<file path="src/ilr_cfg.svh">
// Purpose: address map, reset values and sizes for the line control block
// Assumes: APB with 32-bit data, one aligned word per register
// Notes:   offsets are byte addresses
`ifndef ILR_CFG_SVH
`define ILR_CFG_SVH

`define ILR_ADDR_W        8
`define ILR_OFF_IRQ_EN    8'h00
`define ILR_OFF_IRQ_DIS   8'h04
`define ILR_OFF_IRQ_MASK  8'h08
`define ILR_OFF_IRQ_STAT  8'h0c
`define ILR_OFF_OD_EN     8'h10
`define ILR_OFF_OD_DIS    8'h14
`define ILR_OFF_OD_STAT   8'h18
`define ILR_OFF_PU_DIS    8'h20
`define ILR_OFF_PU_EN     8'h24
`define ILR_OFF_PU_STAT   8'h28
`define ILR_OFF_PA_SEL    8'h30
`define ILR_OFF_PA_STAT   8'h34
`define ILR_RST_MASK      32'h0000_0000
`define ILR_RST_OD        32'h0000_0000
`define ILR_RST_PU_ON     32'hffff_ffff
`define ILR_RST_PA        32'hffff_ffff
`define ILR_ZERO          32'h0000_0000

`endif

</file>
<file path="src/ilr_pkg.sv">
// Purpose: shared types of the line control block
// Assumes: 32 lines
// Notes:   the bus request travels as one struct
package ilr_pkg;

    typedef struct packed {
        logic [7:0]  addr;
        logic        wr;
        logic        rd;
        logic [31:0] wdata;
    } ilr_req_t;

    typedef enum logic [0:0] {
        ILR_IDLE   = 1'b0,
        ILR_ACCESS = 1'b1
    } ilr_phase_t;

endpackage

</file>
<file path="src/ilr_pad.sv">
// Purpose: per-line pin drive stage
// Assumes: output enable low means the pin is driven
// Notes:   open-drain lines only ever pull low
`timescale 1ns/1ps
module ilr_pad #(
    parameter int LINES = 32
) (
    // control
    input  wire logic [LINES-1:0] open_drain,
    input  wire logic [LINES-1:0] drive_req,
    input  wire logic [LINES-1:0] drive_val,
    // pin
    output wire logic [LINES-1:0] pin_out,
    output wire logic [LINES-1:0] pin_oe_n
);

    genvar g;
    generate
        for (g = 0; g < LINES; g++)
        begin : g_line
            // open-drain: drive only low, release for high
            assign pin_out[g]  = open_drain[g] ? 1'b0 : drive_val[g];
            assign pin_oe_n[g] = ~(drive_req[g] &
                                   (~open_drain[g] | ~drive_val[g]));
        end
    endgenerate

endmodule

</file>
<file path="src/ilr_regs.sv">
// Purpose: per-line change detect, open-drain, pull-up, peripheral A regs
// Assumes: pin inputs synchronous to pclk; APB slave, zero wait states
// Notes:   status read clears; a change in the read cycle is kept
`include "ilr_cfg.svh"
`timescale 1ns/1ps
module ilr_regs #(
    parameter int LINES = 32
) (
    // clock and reset
    input  wire logic             pclk,
    input  wire logic             presetn,
    // apb slave
    input  wire logic             psel,
    input  wire logic             penable,
    input  wire logic             pwrite,
    input  wire logic [7:0]       paddr,
    input  wire logic [31:0]      pwdata,
    output logic      [31:0]      prdata,
    output wire logic             pready,
    output wire logic             pslverr,
    // lines
    input  wire logic [LINES-1:0] pin_in,
    input  wire logic [LINES-1:0] line_drive_req,
    input  wire logic [LINES-1:0] line_drive_val,
    output wire logic [LINES-1:0] pin_out,
    output wire logic [LINES-1:0] pin_oe_n,
    output wire logic [LINES-1:0] pullup_on,
    output wire logic [LINES-1:0] periph_a_sel,
    // interrupt
    output wire logic             change_irq
);

    // ************************************************************
    // parameter check
    // ************************************************************
    if (LINES < 1 || LINES > 32)
    begin : g_lines_check
        $error("LINES must lie between 1 and 32");
    end

    // ************************************************************
    // bus decode
    // ************************************************************
    function automatic logic hit(input logic [7:0] a, input logic [7:0] o);
        hit = (a == o);
    endfunction

    ilr_pkg::ilr_req_t req;
    ilr_pkg::ilr_phase_t phase;
    assign req.addr  = paddr;
    assign req.wdata = pwdata;
    assign req.wr    = psel & penable & pwrite;
    assign req.rd    = psel & penable & ~pwrite;
    assign phase     = (psel & penable) ? ilr_pkg::ILR_ACCESS
                                        : ilr_pkg::ILR_IDLE;

    wire logic [LINES-1:0] wbits = req.wdata[LINES-1:0];
    wire logic wr_irq_en  = req.wr & hit(req.addr, `ILR_OFF_IRQ_EN);
    wire logic wr_irq_dis = req.wr & hit(req.addr, `ILR_OFF_IRQ_DIS);
    wire logic wr_od_en   = req.wr & hit(req.addr, `ILR_OFF_OD_EN);
    wire logic wr_od_dis  = req.wr & hit(req.addr, `ILR_OFF_OD_DIS);
    wire logic wr_pu_dis  = req.wr & hit(req.addr, `ILR_OFF_PU_DIS);
    wire logic wr_pu_en   = req.wr & hit(req.addr, `ILR_OFF_PU_EN);
    wire logic wr_pa_sel  = req.wr & hit(req.addr, `ILR_OFF_PA_SEL);
    wire logic rd_stat    = req.rd & hit(req.addr, `ILR_OFF_IRQ_STAT);

    wire logic known = hit(req.addr, `ILR_OFF_IRQ_EN)
                     | hit(req.addr, `ILR_OFF_IRQ_DIS)
                     | hit(req.addr, `ILR_OFF_IRQ_MASK)
                     | hit(req.addr, `ILR_OFF_IRQ_STAT)
                     | hit(req.addr, `ILR_OFF_OD_EN)
                     | hit(req.addr, `ILR_OFF_OD_DIS)
                     | hit(req.addr, `ILR_OFF_OD_STAT)
                     | hit(req.addr, `ILR_OFF_PU_DIS)
                     | hit(req.addr, `ILR_OFF_PU_EN)
                     | hit(req.addr, `ILR_OFF_PU_STAT)
                     | hit(req.addr, `ILR_OFF_PA_SEL)
                     | hit(req.addr, `ILR_OFF_PA_STAT);

    assign pready  = 1'b1;
    // unmapped access answers with an error, no effect
    assign pslverr = (phase == ilr_pkg::ILR_ACCESS) & ~known;

    // ************************************************************
    // control state
    // ************************************************************
    logic [LINES-1:0] irq_mask;
    logic [LINES-1:0] irq_stat;
    logic [LINES-1:0] od_mode;
    logic [LINES-1:0] pu_on;
    logic [LINES-1:0] pa_route;
    logic [LINES-1:0] pin_prev;

    // enable and disable together: disable wins, safer for a handler
    wire logic [LINES-1:0] next_irq_mask =
        (irq_mask | (wr_irq_en ? wbits : '0))
        & ~(wr_irq_dis ? wbits : '0);
    wire logic [LINES-1:0] next_od_mode =
        (od_mode | (wr_od_en ? wbits : '0))
        & ~(wr_od_dis ? wbits : '0);
    wire logic [LINES-1:0] next_pu_on =
        (pu_on | (wr_pu_en ? wbits : '0))
        & ~(wr_pu_dis ? wbits : '0);
    wire logic [LINES-1:0] next_pa_route =
        pa_route | (wr_pa_sel ? wbits : '0);

    // only bits already shown in prdata are cleared; a change seen
    // after the setup-cycle load waits for the next read: set wins
    wire logic [LINES-1:0] change = pin_in ^ pin_prev;
    wire logic [LINES-1:0] seen_bits =
        rd_stat ? prdata[LINES-1:0] : '0;
    wire logic [LINES-1:0] next_irq_stat =
        (irq_stat & ~seen_bits) | change;

    always_ff @(posedge pclk or negedge presetn)
    begin
        if (!presetn)
        begin
            irq_mask <= LINES'(`ILR_RST_MASK);
            irq_stat <= LINES'(`ILR_ZERO);
            od_mode  <= LINES'(`ILR_RST_OD);
            pu_on    <= LINES'(`ILR_RST_PU_ON);
            pa_route <= LINES'(`ILR_RST_PA);
            pin_prev <= LINES'(`ILR_ZERO);
        end
        else
        begin
            irq_mask <= next_irq_mask;
            irq_stat <= next_irq_stat;
            od_mode  <= next_od_mode;
            pu_on    <= next_pu_on;
            pa_route <= next_pa_route;
            pin_prev <= pin_in;
        end
    end

    // pin_prev is zero at reset, so a line high at release flags once
    // ************************************************************
    // read mux
    // ************************************************************
    function automatic logic [31:0] widen(input logic [LINES-1:0] v);
        widen = `ILR_ZERO;
        widen[LINES-1:0] = v;
    endfunction

    logic [31:0] next_prdata;
    always_comb
    begin
        next_prdata = `ILR_ZERO;
        case (req.addr)
            `ILR_OFF_IRQ_MASK: next_prdata = widen(irq_mask);
            `ILR_OFF_IRQ_STAT: next_prdata = widen(irq_stat);
            `ILR_OFF_OD_STAT:  next_prdata = widen(od_mode);
            `ILR_OFF_PU_STAT:  next_prdata = widen(~pu_on);
            `ILR_OFF_PA_STAT:  next_prdata = widen(pa_route);
            default:           next_prdata = `ILR_ZERO;
        endcase
    end

    // data from a flop, loaded in the setup cycle
    always_ff @(posedge pclk or negedge presetn)
    begin
        if (!presetn)
            prdata <= `ILR_ZERO;
        else if (psel & ~penable & ~pwrite)
            prdata <= next_prdata;
    end

    // ************************************************************
    // outputs
    // ************************************************************
    assign pullup_on    = pu_on;
    assign periph_a_sel = pa_route;
    assign change_irq   = |(irq_stat & irq_mask);

    ilr_pad #(
        .LINES (LINES)
    ) u_pad (
        .open_drain (od_mode),
        .drive_req  (line_drive_req),
        .drive_val  (line_drive_val),
        .pin_out    (pin_out),
        .pin_oe_n   (pin_oe_n)
    );

    // ************************************************************
    // assertions
    // ************************************************************
    a_mask_enable:
        assert property (@(posedge pclk) disable iff (!presetn)
            wr_irq_en && !wr_irq_dis
            |=> (irq_mask & $past(wbits)) == $past(wbits))
        else $error("enable write did not set mask");

    a_mask_disable:
        assert property (@(posedge pclk) disable iff (!presetn)
            wr_irq_dis
            |=> (irq_mask & $past(wbits)) == '0)
        else $error("disable write did not clear mask");

    a_mask_hold:
        assert property (@(posedge pclk) disable iff (!presetn)
            !wr_irq_en && !wr_irq_dis
            |=> irq_mask == $past(irq_mask))
        else $error("mask changed without write");

    a_mask_read:
        assert property (@(posedge pclk) disable iff (!presetn)
            psel && !penable && !pwrite && paddr == `ILR_OFF_IRQ_MASK
            |=> prdata[LINES-1:0] == $past(irq_mask))
        else $error("mask read does not show enabled lines");

    a_stat_set:
        assert property (@(posedge pclk) disable iff (!presetn)
            |change
            |=> (irq_stat & $past(change)) == $past(change))
        else $error("change not recorded");

    a_stat_clear:
        assert property (@(posedge pclk) disable iff (!presetn)
            rd_stat
            |=> (irq_stat & $past(prdata[LINES-1:0] & ~change)) == '0)
        else $error("status read did not clear");

    a_stat_keep:
        assert property (@(posedge pclk) disable iff (!presetn)
            rd_stat |=> (irq_stat & $past(irq_stat & ~prdata[LINES-1:0]))
                        == $past(irq_stat & ~prdata[LINES-1:0]))
        else $error("unreported change lost by status read");

    a_stat_hold:
        assert property (@(posedge pclk) disable iff (!presetn)
            !rd_stat && !(|change)
            |=> irq_stat == $past(irq_stat))
        else $error("status changed with no event");

    a_stat_read:
        assert property (@(posedge pclk) disable iff (!presetn)
            psel && !penable && !pwrite && paddr == `ILR_OFF_IRQ_STAT
            |=> prdata[LINES-1:0] == $past(irq_stat))
        else $error("status read shows wrong lines");

    a_od_enable:
        assert property (@(posedge pclk) disable iff (!presetn)
            wr_od_en && !wr_od_dis
            |=> (od_mode & $past(wbits)) == $past(wbits))
        else $error("open-drain enable failed");

    a_od_disable:
        assert property (@(posedge pclk) disable iff (!presetn)
            wr_od_dis
            |=> (od_mode & $past(wbits)) == '0)
        else $error("open-drain disable failed");

    a_od_hold:
        assert property (@(posedge pclk) disable iff (!presetn)
            !wr_od_en && !wr_od_dis
            |=> od_mode == $past(od_mode))
        else $error("open-drain mode changed without write");

    a_od_no_high:
        assert property (@(posedge pclk) disable iff (!presetn)
            (od_mode & ~pin_oe_n & pin_out)
            == '0)
        else $error("open-drain line driven high");

    a_push_pull:
        assert property (@(posedge pclk) disable iff (!presetn)
            (~od_mode & line_drive_req & pin_oe_n)
            == '0)
        else $error("normal line not driven");

    a_od_read:
        assert property (@(posedge pclk) disable iff (!presetn)
            psel && !penable && !pwrite && paddr == `ILR_OFF_OD_STAT
            |=> prdata[LINES-1:0] == $past(od_mode))
        else $error("open-drain status read wrong");

    a_pu_pair:
        assert property (@(posedge pclk) disable iff (!presetn)
            wr_pu_dis
            |=> (pu_on & $past(wbits)) == '0)
        else $error("pull-up disable failed");

    a_pu_enable:
        assert property (@(posedge pclk) disable iff (!presetn)
            wr_pu_en && !wr_pu_dis
            |=> (pu_on & $past(wbits)) == $past(wbits))
        else $error("pull-up enable failed");

    a_pu_hold:
        assert property (@(posedge pclk) disable iff (!presetn)
            !wr_pu_en && !wr_pu_dis
            |=> pu_on == $past(pu_on))
        else $error("pull-up changed without write");

    a_pu_read:
        assert property (@(posedge pclk) disable iff (!presetn)
            psel && !penable && !pwrite && paddr == `ILR_OFF_PU_STAT
            |=> prdata[LINES-1:0] == ~$past(pu_on))
        else $error("pull-up status not inverted");

    a_pa_select:
        assert property (@(posedge pclk) disable iff (!presetn)
            wr_pa_sel
            |=> (pa_route & $past(wbits)) == $past(wbits))
        else $error("peripheral A select failed");

    a_pa_keep:
        assert property (@(posedge pclk) disable iff (!presetn)
            !wr_pa_sel
            |=> pa_route == $past(pa_route))
        else $error("routing changed without write");

    a_irq_raise:
        assert property (@(posedge pclk) disable iff (!presetn)
            |(change & irq_mask) && !wr_irq_dis
            |=> change_irq)
        else $error("enabled change did not raise interrupt");

    a_irq_clear:
        assert property (@(posedge pclk) disable iff (!presetn)
            rd_stat && !(|change) && (irq_stat & ~prdata[LINES-1:0]) == '0
            |=> !change_irq)
        else $error("interrupt stayed high after status read");

    a_irq_quiet:
        assert property (@(posedge pclk) disable iff (!presetn)
            irq_mask == '0
            |-> !change_irq)
        else $error("interrupt high with all lines masked");

    a_wo_read:
        assert property (@(posedge pclk) disable iff (!presetn)
            psel && !penable && !pwrite && paddr == `ILR_OFF_IRQ_EN
            |=> prdata == `ILR_ZERO)
        else $error("write-only register read not zero");

    a_prdata_hold:
        assert property (@(posedge pclk) disable iff (!presetn)
            !(psel && !penable && !pwrite)
            |=> prdata == $past(prdata))
        else $error("read data changed outside a read");

endmodule

</file>
<file path="config.mk">
export PLATFORM = sky130hd
export DESIGN_NAME = ilr_regs
export DESIGN_NICKNAME = d
export VERILOG_FILES = /design/src/ilr_pkg.sv /design/src/ilr_pad.sv /design/src/ilr_regs.sv
export VERILOG_INCLUDE_DIRS = /design/src /design/src/src
export SDC_FILE = /design/constraint.sdc
export NUM_CORES = 1
export LEC_CHECK = 0
export BUFFER_PORTS_ARGS = -buffer_cell sky130_fd_sc_hd__buf_2
export CAP_MARGIN = 20
export CORE_ASPECT_RATIO = 0.9
export CORE_MARGIN = 5
export CORE_UTILIZATION = 45
export DETAILED_ROUTE_END_ITERATION = 10
export PLACE_DENSITY_LB_ADDON = 0.15
export RECOVER_POWER = 50
export SETUP_SLACK_MARGIN = 0.15
export SYNTH_ARGS = -nofsm -noshare
export SYNTH_HDL_FRONTEND = slang
export SYNTH_SLANG_ARGS = --single-unit
</file>
<file path="constraint.sdc">
create_clock -name pclk -period 2.54 [get_ports pclk]
set_input_delay 0.254 -clock pclk [delete_from_list [all_inputs] [get_ports pclk]]
set_output_delay 0.254 -clock pclk [all_outputs]
set_load 0.1 [all_outputs]
</file>
==> flow_summary.toml, run 1 <==
[worst_hold_path]
hold_path_end = "prdata[7]$_DFFE_PN0P_"
hp-class = "primary input to register"
min-delay-start = "paddr[0]"
whs_path_depth = 4

[clocking]
cts-buffers-inserted = 24
clkTransAtPathRegs_ps = 60
cts.sinks = 224
post-cts-setup-buffers = 0
root_buffer = "clkbuf_16"
clockBufferDepth = 3
cts_tree = "yes"
clk_latency_ps = 510
cts_htree_levels = 1

[placement]
gp_congestion = 0.8416
dpl_worst_slack_ps = 365.3
dp.cells = 1535
hpwl_mm = 23.34
port_buffers = 302

[timing]
fin_crit_ps = 2424
rsz0062_at_grt = "no"
finalHoldViolCount = 0
setup_violations = 0
worst_clock_skew_ps = 6.014
slew_viol_final = 65
setup_slack_ps = 115.6
slew_headroom = -0.2213
max_slew.worst_pin.slew_ps = 1832
fin_crit_sh = 0.9545
clock.fmax_mhz = 412.5
setup-tns-final_ps = 0

[setup_path]
cp.arrival_ps = 2800
path_cells = "clkbuf_1 -> nor4_4 -> and2_2 -> clkbuf_1 -> a22o_1 -> a221oi_1 -> a21oi_1"
reg2reg_to = "prdata[30]$_DFFE_PN0P_"
reg2reg_slack_ps = 1090
path_max_fanout = 19
critPathKind = "primary input to register"
rr_worst_depth = 4
start_kind = "primary input"
cpMostUsedCell = "clkbuf_1"
endpoint_kind = "register"
reg2reg_from = "irq_mask[30]$_DFF_PN0_"
cp_slowest_cell = "clkbuf_1"
crit_required_ps = 2910
max_stage_delay_ps = 830

[pwr]
cellPowerDensity_nw_per_um2 = 680.6
p_leak_nw = 6.353
peakVddDrop_uv = 385.7

[route]
viasPerCell = 5.648
vias = 9291
drc = 0
ant_nets = 0
wl_per_cell_um = 21.23
first_pass_iters = 5
drt_iter0_markers = 793
routed_wl_mm = 34.93

[floorplanning]
die_y_um = 151.3
placementRows = 51
ios = 304
core_um2 = 21760
die_w_um = 167.0
initial_utilization = 0.4590
dieArea_um2 = 25280

[yosys]
synth_flop_cell = "dfrtp_1"
synth-edff-count = 0
async_flop_share = 1.000
synthesis.nets = 1107
ys_ff_latch = 224
post-synth-top-count-cell = "a21oi_1"
synth_top_family_by_area = "compound AO/OA/AOI/OAI gates"
synth_compound_area_frac = 0.2271
synthCells = 966
synth_warnings = 0
synth_top_area_share = 0.4009
synth_commonest_cells = "218 x a21oi_1, 160 x dfrtp_1, 112 x nand2_1, 64 x a21o_1, 64 x dfstp_2"
syn_area_um2 = 9988
synth-simple-area-share = 0.1162
synth_largest_area_cell = "dfrtp_1"
synth_xor_area_frac = 0.02806
synthAdderAreaFrac = 0.001002
ys_seq_area_frac = 0.5692
avgSynthCellArea_um2 = 10.34
synth_mux_area_frac = 0.02969
ys_types = 36
synth_area_leaders = "dfrtp_1 40%, dfstp_2 17%, a21oi_1 11%"

[final_layout]
fin_util = 0.6181
final_nets = 1476
drive_gt1_frac = 0.3237
layoutNonFillerInstCount = 1645
syn2layout_area_growth_pct = 34.65
fillers = 1897

[run]
drv_cap = 1

[global_routing]
overflow = 0
track_usage = 0.2682
antenna_found_initial = 1
grt_max_degree = 68
first_global_vias = 9255
grt_first_pass_wirelength_mm = 53.14

[run_status]
status = "finished with violations"
failed_checks = "capacitance limit, slew limit"
layer usage:
layer  routed length (um)  GRT usage
met5                    0          0
met4                 1026    0.07935
met3                 2892    0.05454
met2                15920     0.4221
met1                15090     0.3796
worst max-delay path, delay by kind of cell:
kind            cells  cell delay, ps
compound gates      3             820
buf+inv             2            1350
simple gates        2             350
flip-flops by register name (all words and copies together) (netlist names):
register and count:
prdata 32, irq_mask 32, periph_a_sel 32, irq_stat 32, pullup_on 32, od_mode 32, pin_prev 32
where the power goes:
part	leakage [nW]	switching (W)	internal [W]
clock	0.375	0.00139	0.00198
combinational	3.39	0.00154	0.000410
sequential	2.59	0.000111	0.00371
total	6.35	0.00305	0.00611
through the flow:
step / cell area [um^2] / hold slack, ps / power, W
floorplan: 9995 / -41.59 / 0.005241
global placement: 12070 / 250.4 / 0.005731
detailed placement: 12070 / 246.6 / 0.005744
CTS: 13520 / 196.8 / 0.009215
global route: 13450 / 224.6 / 0.009434
finish: 13450 / 213.1 / 0.009154
kinds of logic after synthesis:
| kind of cell | count (synthesis) |
|---|---|
| and+or+nand+nor | 247 |
| adders and majority gates | 1 |
| DFF | 224 |
| other | 1 |
| muxes | 27 |
| AOI/OAI and AO/OA | 373 |
| buffers and inverters | 61 |
| xor gates and xnor gates | 32 |
cells in the final DEF (no fill, tap or decap), types with 3 or more instances in the layout:
master and instances:
a21o_1 64, a21oi_1 218, a221oi_1 21, a22o_1 23
a22oi_1 21, a22oi_2 6, a31oi_1 6, and3_1 7
buf_12 11, buf_2 265, buf_4 16, clkbuf_1 48
clkbuf_16 25, clkbuf_8 6, clkinv_2 3, dfrtp_1 158
dfstp_2 64, dlygate4sd3_1 65, inv_1 6, mux2_2 21
mux2i_1 6, nand2_1 112, nand3_1 5, nand4_1 10
nor2_1 54, nor2_4 5, nor2b_1 37, o21ai_0 13
xor2_1 32
final cells by class:
type,count,area (um^2),area share
clock buffer,41,745.7,0.05545
multi-input combinational,681,4126,0.3068
antenna,1,2.502,0.0001861
inverter,6,22.52,0.001675
clock inverter,3,15.01,0.001116
sequential,224,5688,0.4229
timing repair buffer,398,2485,0.1848
tap,291,364.1,0.02707
repair_timing:
| action | in CTS | in global routing |
|---|---|---|
| pin swaps | 3 | 0 |
| hold buffers | 65 | 0 |
| hold endpoints to repair | 138 | 0 |
| gates resized for setup | 11 | 1 |
| setup endpoints to repair | 1 | 1 |
worst max-delay path by stage:
| stage | endpoint | slack [ps] | start | cells after the start |
|---|---|---|---|---|
| 4_1_cts | change_irq | 180 | irq_mask[8]$_DFF_PN0_ | 4 |
| 5_1_grt | prdata[30]$_DFFE_PN0P_ | 80 | paddr[5] | 7 |
| 3_5_place_dp | change_irq | 370 | irq_stat[30]$_DFF_PN0_ | 4 |
| 2_1_floorplan | pslverr | 500 | paddr[2] | 4 |
| 6_report | prdata[28]$_DFFE_PN0P_ | 120 | paddr[5] | 7 |
| 3_3_place_gp | change_irq | 380 | irq_stat[30]$_DFF_PN0_ | 4 |
No activity file was read; power rests on OpenSTA's default activity.
==> inputs of run 2 (changes only) <==
--- a/config.mk
+++ b/config.mk
@@ -14,6 +14,7 @@
 export DETAILED_ROUTE_END_ITERATION = 10
 export PLACE_DENSITY_LB_ADDON = 0.15
 export RECOVER_POWER = 50
+export REMOVE_ABC_BUFFERS = 1
 export SETUP_SLACK_MARGIN = 0.15
 export SYNTH_ARGS = -nofsm -noshare
 export SYNTH_HDL_FRONTEND = slang
==> constraint.sdc (replaced) <==
create_clock -name pclk -period 2.1 [get_ports pclk]
set_input_delay 0.21 -clock pclk [delete_from_list [all_inputs] [get_ports pclk]]
set_output_delay 0.21 -clock pclk [all_outputs]
set_load 0.1 [all_outputs]
==> flow_summary.toml, run 2 (synthesis gave the netlist of run 1 again) <==
[run]
drv_cap = 1

[route]
wl_per_cell_um = 20.39
ant_nets = 0
viasPerCell = 5.502
drt_iter0_markers = 553
routed_wl_mm = 33.80
drc = 0
vias = 9123
first_pass_iters = 5

[setup_path]
setup.worst_path.start = "irq_stat[15]$_DFF_PN0_"
reg2reg_slack_ps = 670
start_kind = "register"
cp-endpoint = "change_irq"
reg2reg_from = "od_mode[5]$_DFF_PN0_"
crit_required_ps = 1890
critPathKind = "register to output pin"
reg2reg_to = "prdata[5]$_DFFE_PN0P_"
path_max_fanout = 2
cp.arrival_ps = 2070
endpoint_kind = "output pin"
rr_worst_depth = 4

[placement]
hpwl_mm = 22.60
gp_congestion = 0.8674
port_buffers = 302
dpl_cell_area_um2 = 12170
dp.cells = 1544

[timing]
slew_viol_final = 27
setup_slack_ps = -175.1
clock.fmax_mhz = 439.5
slew_headroom = -0.2361
rsz0062_at_grt = "yes"
fin_crit_sh = 1.083
setup_violations = 1
worst_clock_skew_ps = 8.438
fin_crit_ps = 2275
max_slew.worst_pin.slew_ps = 1854
finalHoldViolCount = 0

[pwr]
cellPowerDensity_nw_per_um2 = 819.1
p_leak_nw = 6.437
peakVddDrop_uv = 722.6

[floorplanning]
die_w_um = 167.0
initial_utilization = 0.4590
core_um2 = 21760
placementRows = 51
die_y_um = 151.3
ios = 304
dieArea_um2 = 25280

[final_layout]
syn2layout_area_growth_pct = 36.09
post-route-cell-area_um2 = 13590
final_cell_mix = "265 x buf_2, 218 x a21oi_1, 160 x dfrtp_1, 112 x nand2_1, 65 x dlygate4sd3_1"
drive_gt1_frac = 0.3350
num_antenna_cells = 0
final_common_cell = "buf_2"
layoutNonFillerInstCount = 1658
final_nets = 1489

[clocking]
clkTransAtPathRegs_ps = 60
cts_tree = "yes"
clockBufferDepth = 3
cts.sinks = 224
root_buffer = "clkbuf_16"
clk_latency_ps = 520
cts_htree_levels = 1
cts-buffers-inserted = 25

[global_routing]
grt_first_pass_wirelength_mm = 52.36
first_global_vias = 9192
overflow = 0
antenna_found_initial = 0
grt_max_degree = 74
track_usage = 0.2609

[run_status]
status = "finished with violations"
failed_checks = "capacitance limit, slew limit, setup timing"

[worst_hold_path]
hp-class = "primary input to register"
## run 2: cell types whose count changed in the layout (fill, tap and decap cells not counted), moves of 2 or more
cell	delta
dfrtp_2	-2
dfrtp_1	+2
buf_12	+2
a22oi_1	-5
inv_6	+2
clkbuf_1	-3
buf_4	+12
a22oi_2	+5
## run 2: routing by layer
layer  GRT usage  routed length, um
met5           0                  0
met2      0.4134              15650
met4     0.05808                635
met1      0.3714              14750
met3     0.05819               2771
## run 2: worst max-delay path, stage by stage (launching register included)
cell and delay [ps]:
dfrtp_1 400, a22oi_2 230, nand4_1 140, or4_4 590
buf_12 190
## run 2: through the flow
stage	hold slack, ps	power, W	utilization	setup WS [ps]	TNS [ps]
floorplan	-85.59	0.006322	-	-2225	-85270
CTS	136.9	0.01124	0.6270	-253.5	-253.5
global placement	80.79	0.006934	0.5591	60.02	0
finish	214.1	0.01113	0.6247	-175.1	-175.1
detailed placement	86.94	0.006956	0.5591	-21.86	-74.64
global route	226.5	0.01153	0.6247	-249.9	-14840
## run 2: area by class of cell
cell class	instances	area, um^2
timing repair buffer	410	2597
fill	1864	8167
sequential	224	5685
multi-input combinational	681	4144
clock inverter	6	37.54
clock buffer	40	742.0
tap	291	364.1
inverter	6	22.52
## run 2: worst min path at each step
| stage | startpoint | to | slack [ps] | depth (start not counted) |
|---|---|---|---|---|
| after floorplan | presetn | irq_mask[0]$_DFF_PN0_ | -90 | 0 |
| after global placement | presetn | prdata[1]$_DFFE_PN0P_ | 80 | 1 |
| after detailed placement | presetn | prdata[1]$_DFFE_PN0P_ | 90 | 1 |
| after CTS | presetn | pin_prev[28]$_DFF_PN0_ | 140 | 2 |
| after global routing | penable | prdata[27]$_DFFE_PN0P_ | 230 | 4 |
| final | penable | prdata[4]$_DFFE_PN0P_ | 210 | 4 |
## run 2: report_power, final
| group | switching, W | internal (W) |
|---|---|---|
| combinational | 0.00186 | 0.000511 |
| sequential | 0.000128 | 0.00449 |
| clock | 0.00172 | 0.00242 |
## run 2: repair_timing
action	CTS	global route
resized for setup	9	7
endpoints found under the setup margin	1	1
pin swaps	4	6
hold endpoints to repair	329	0
buffers inserted	1	2
hold buffers	65	0
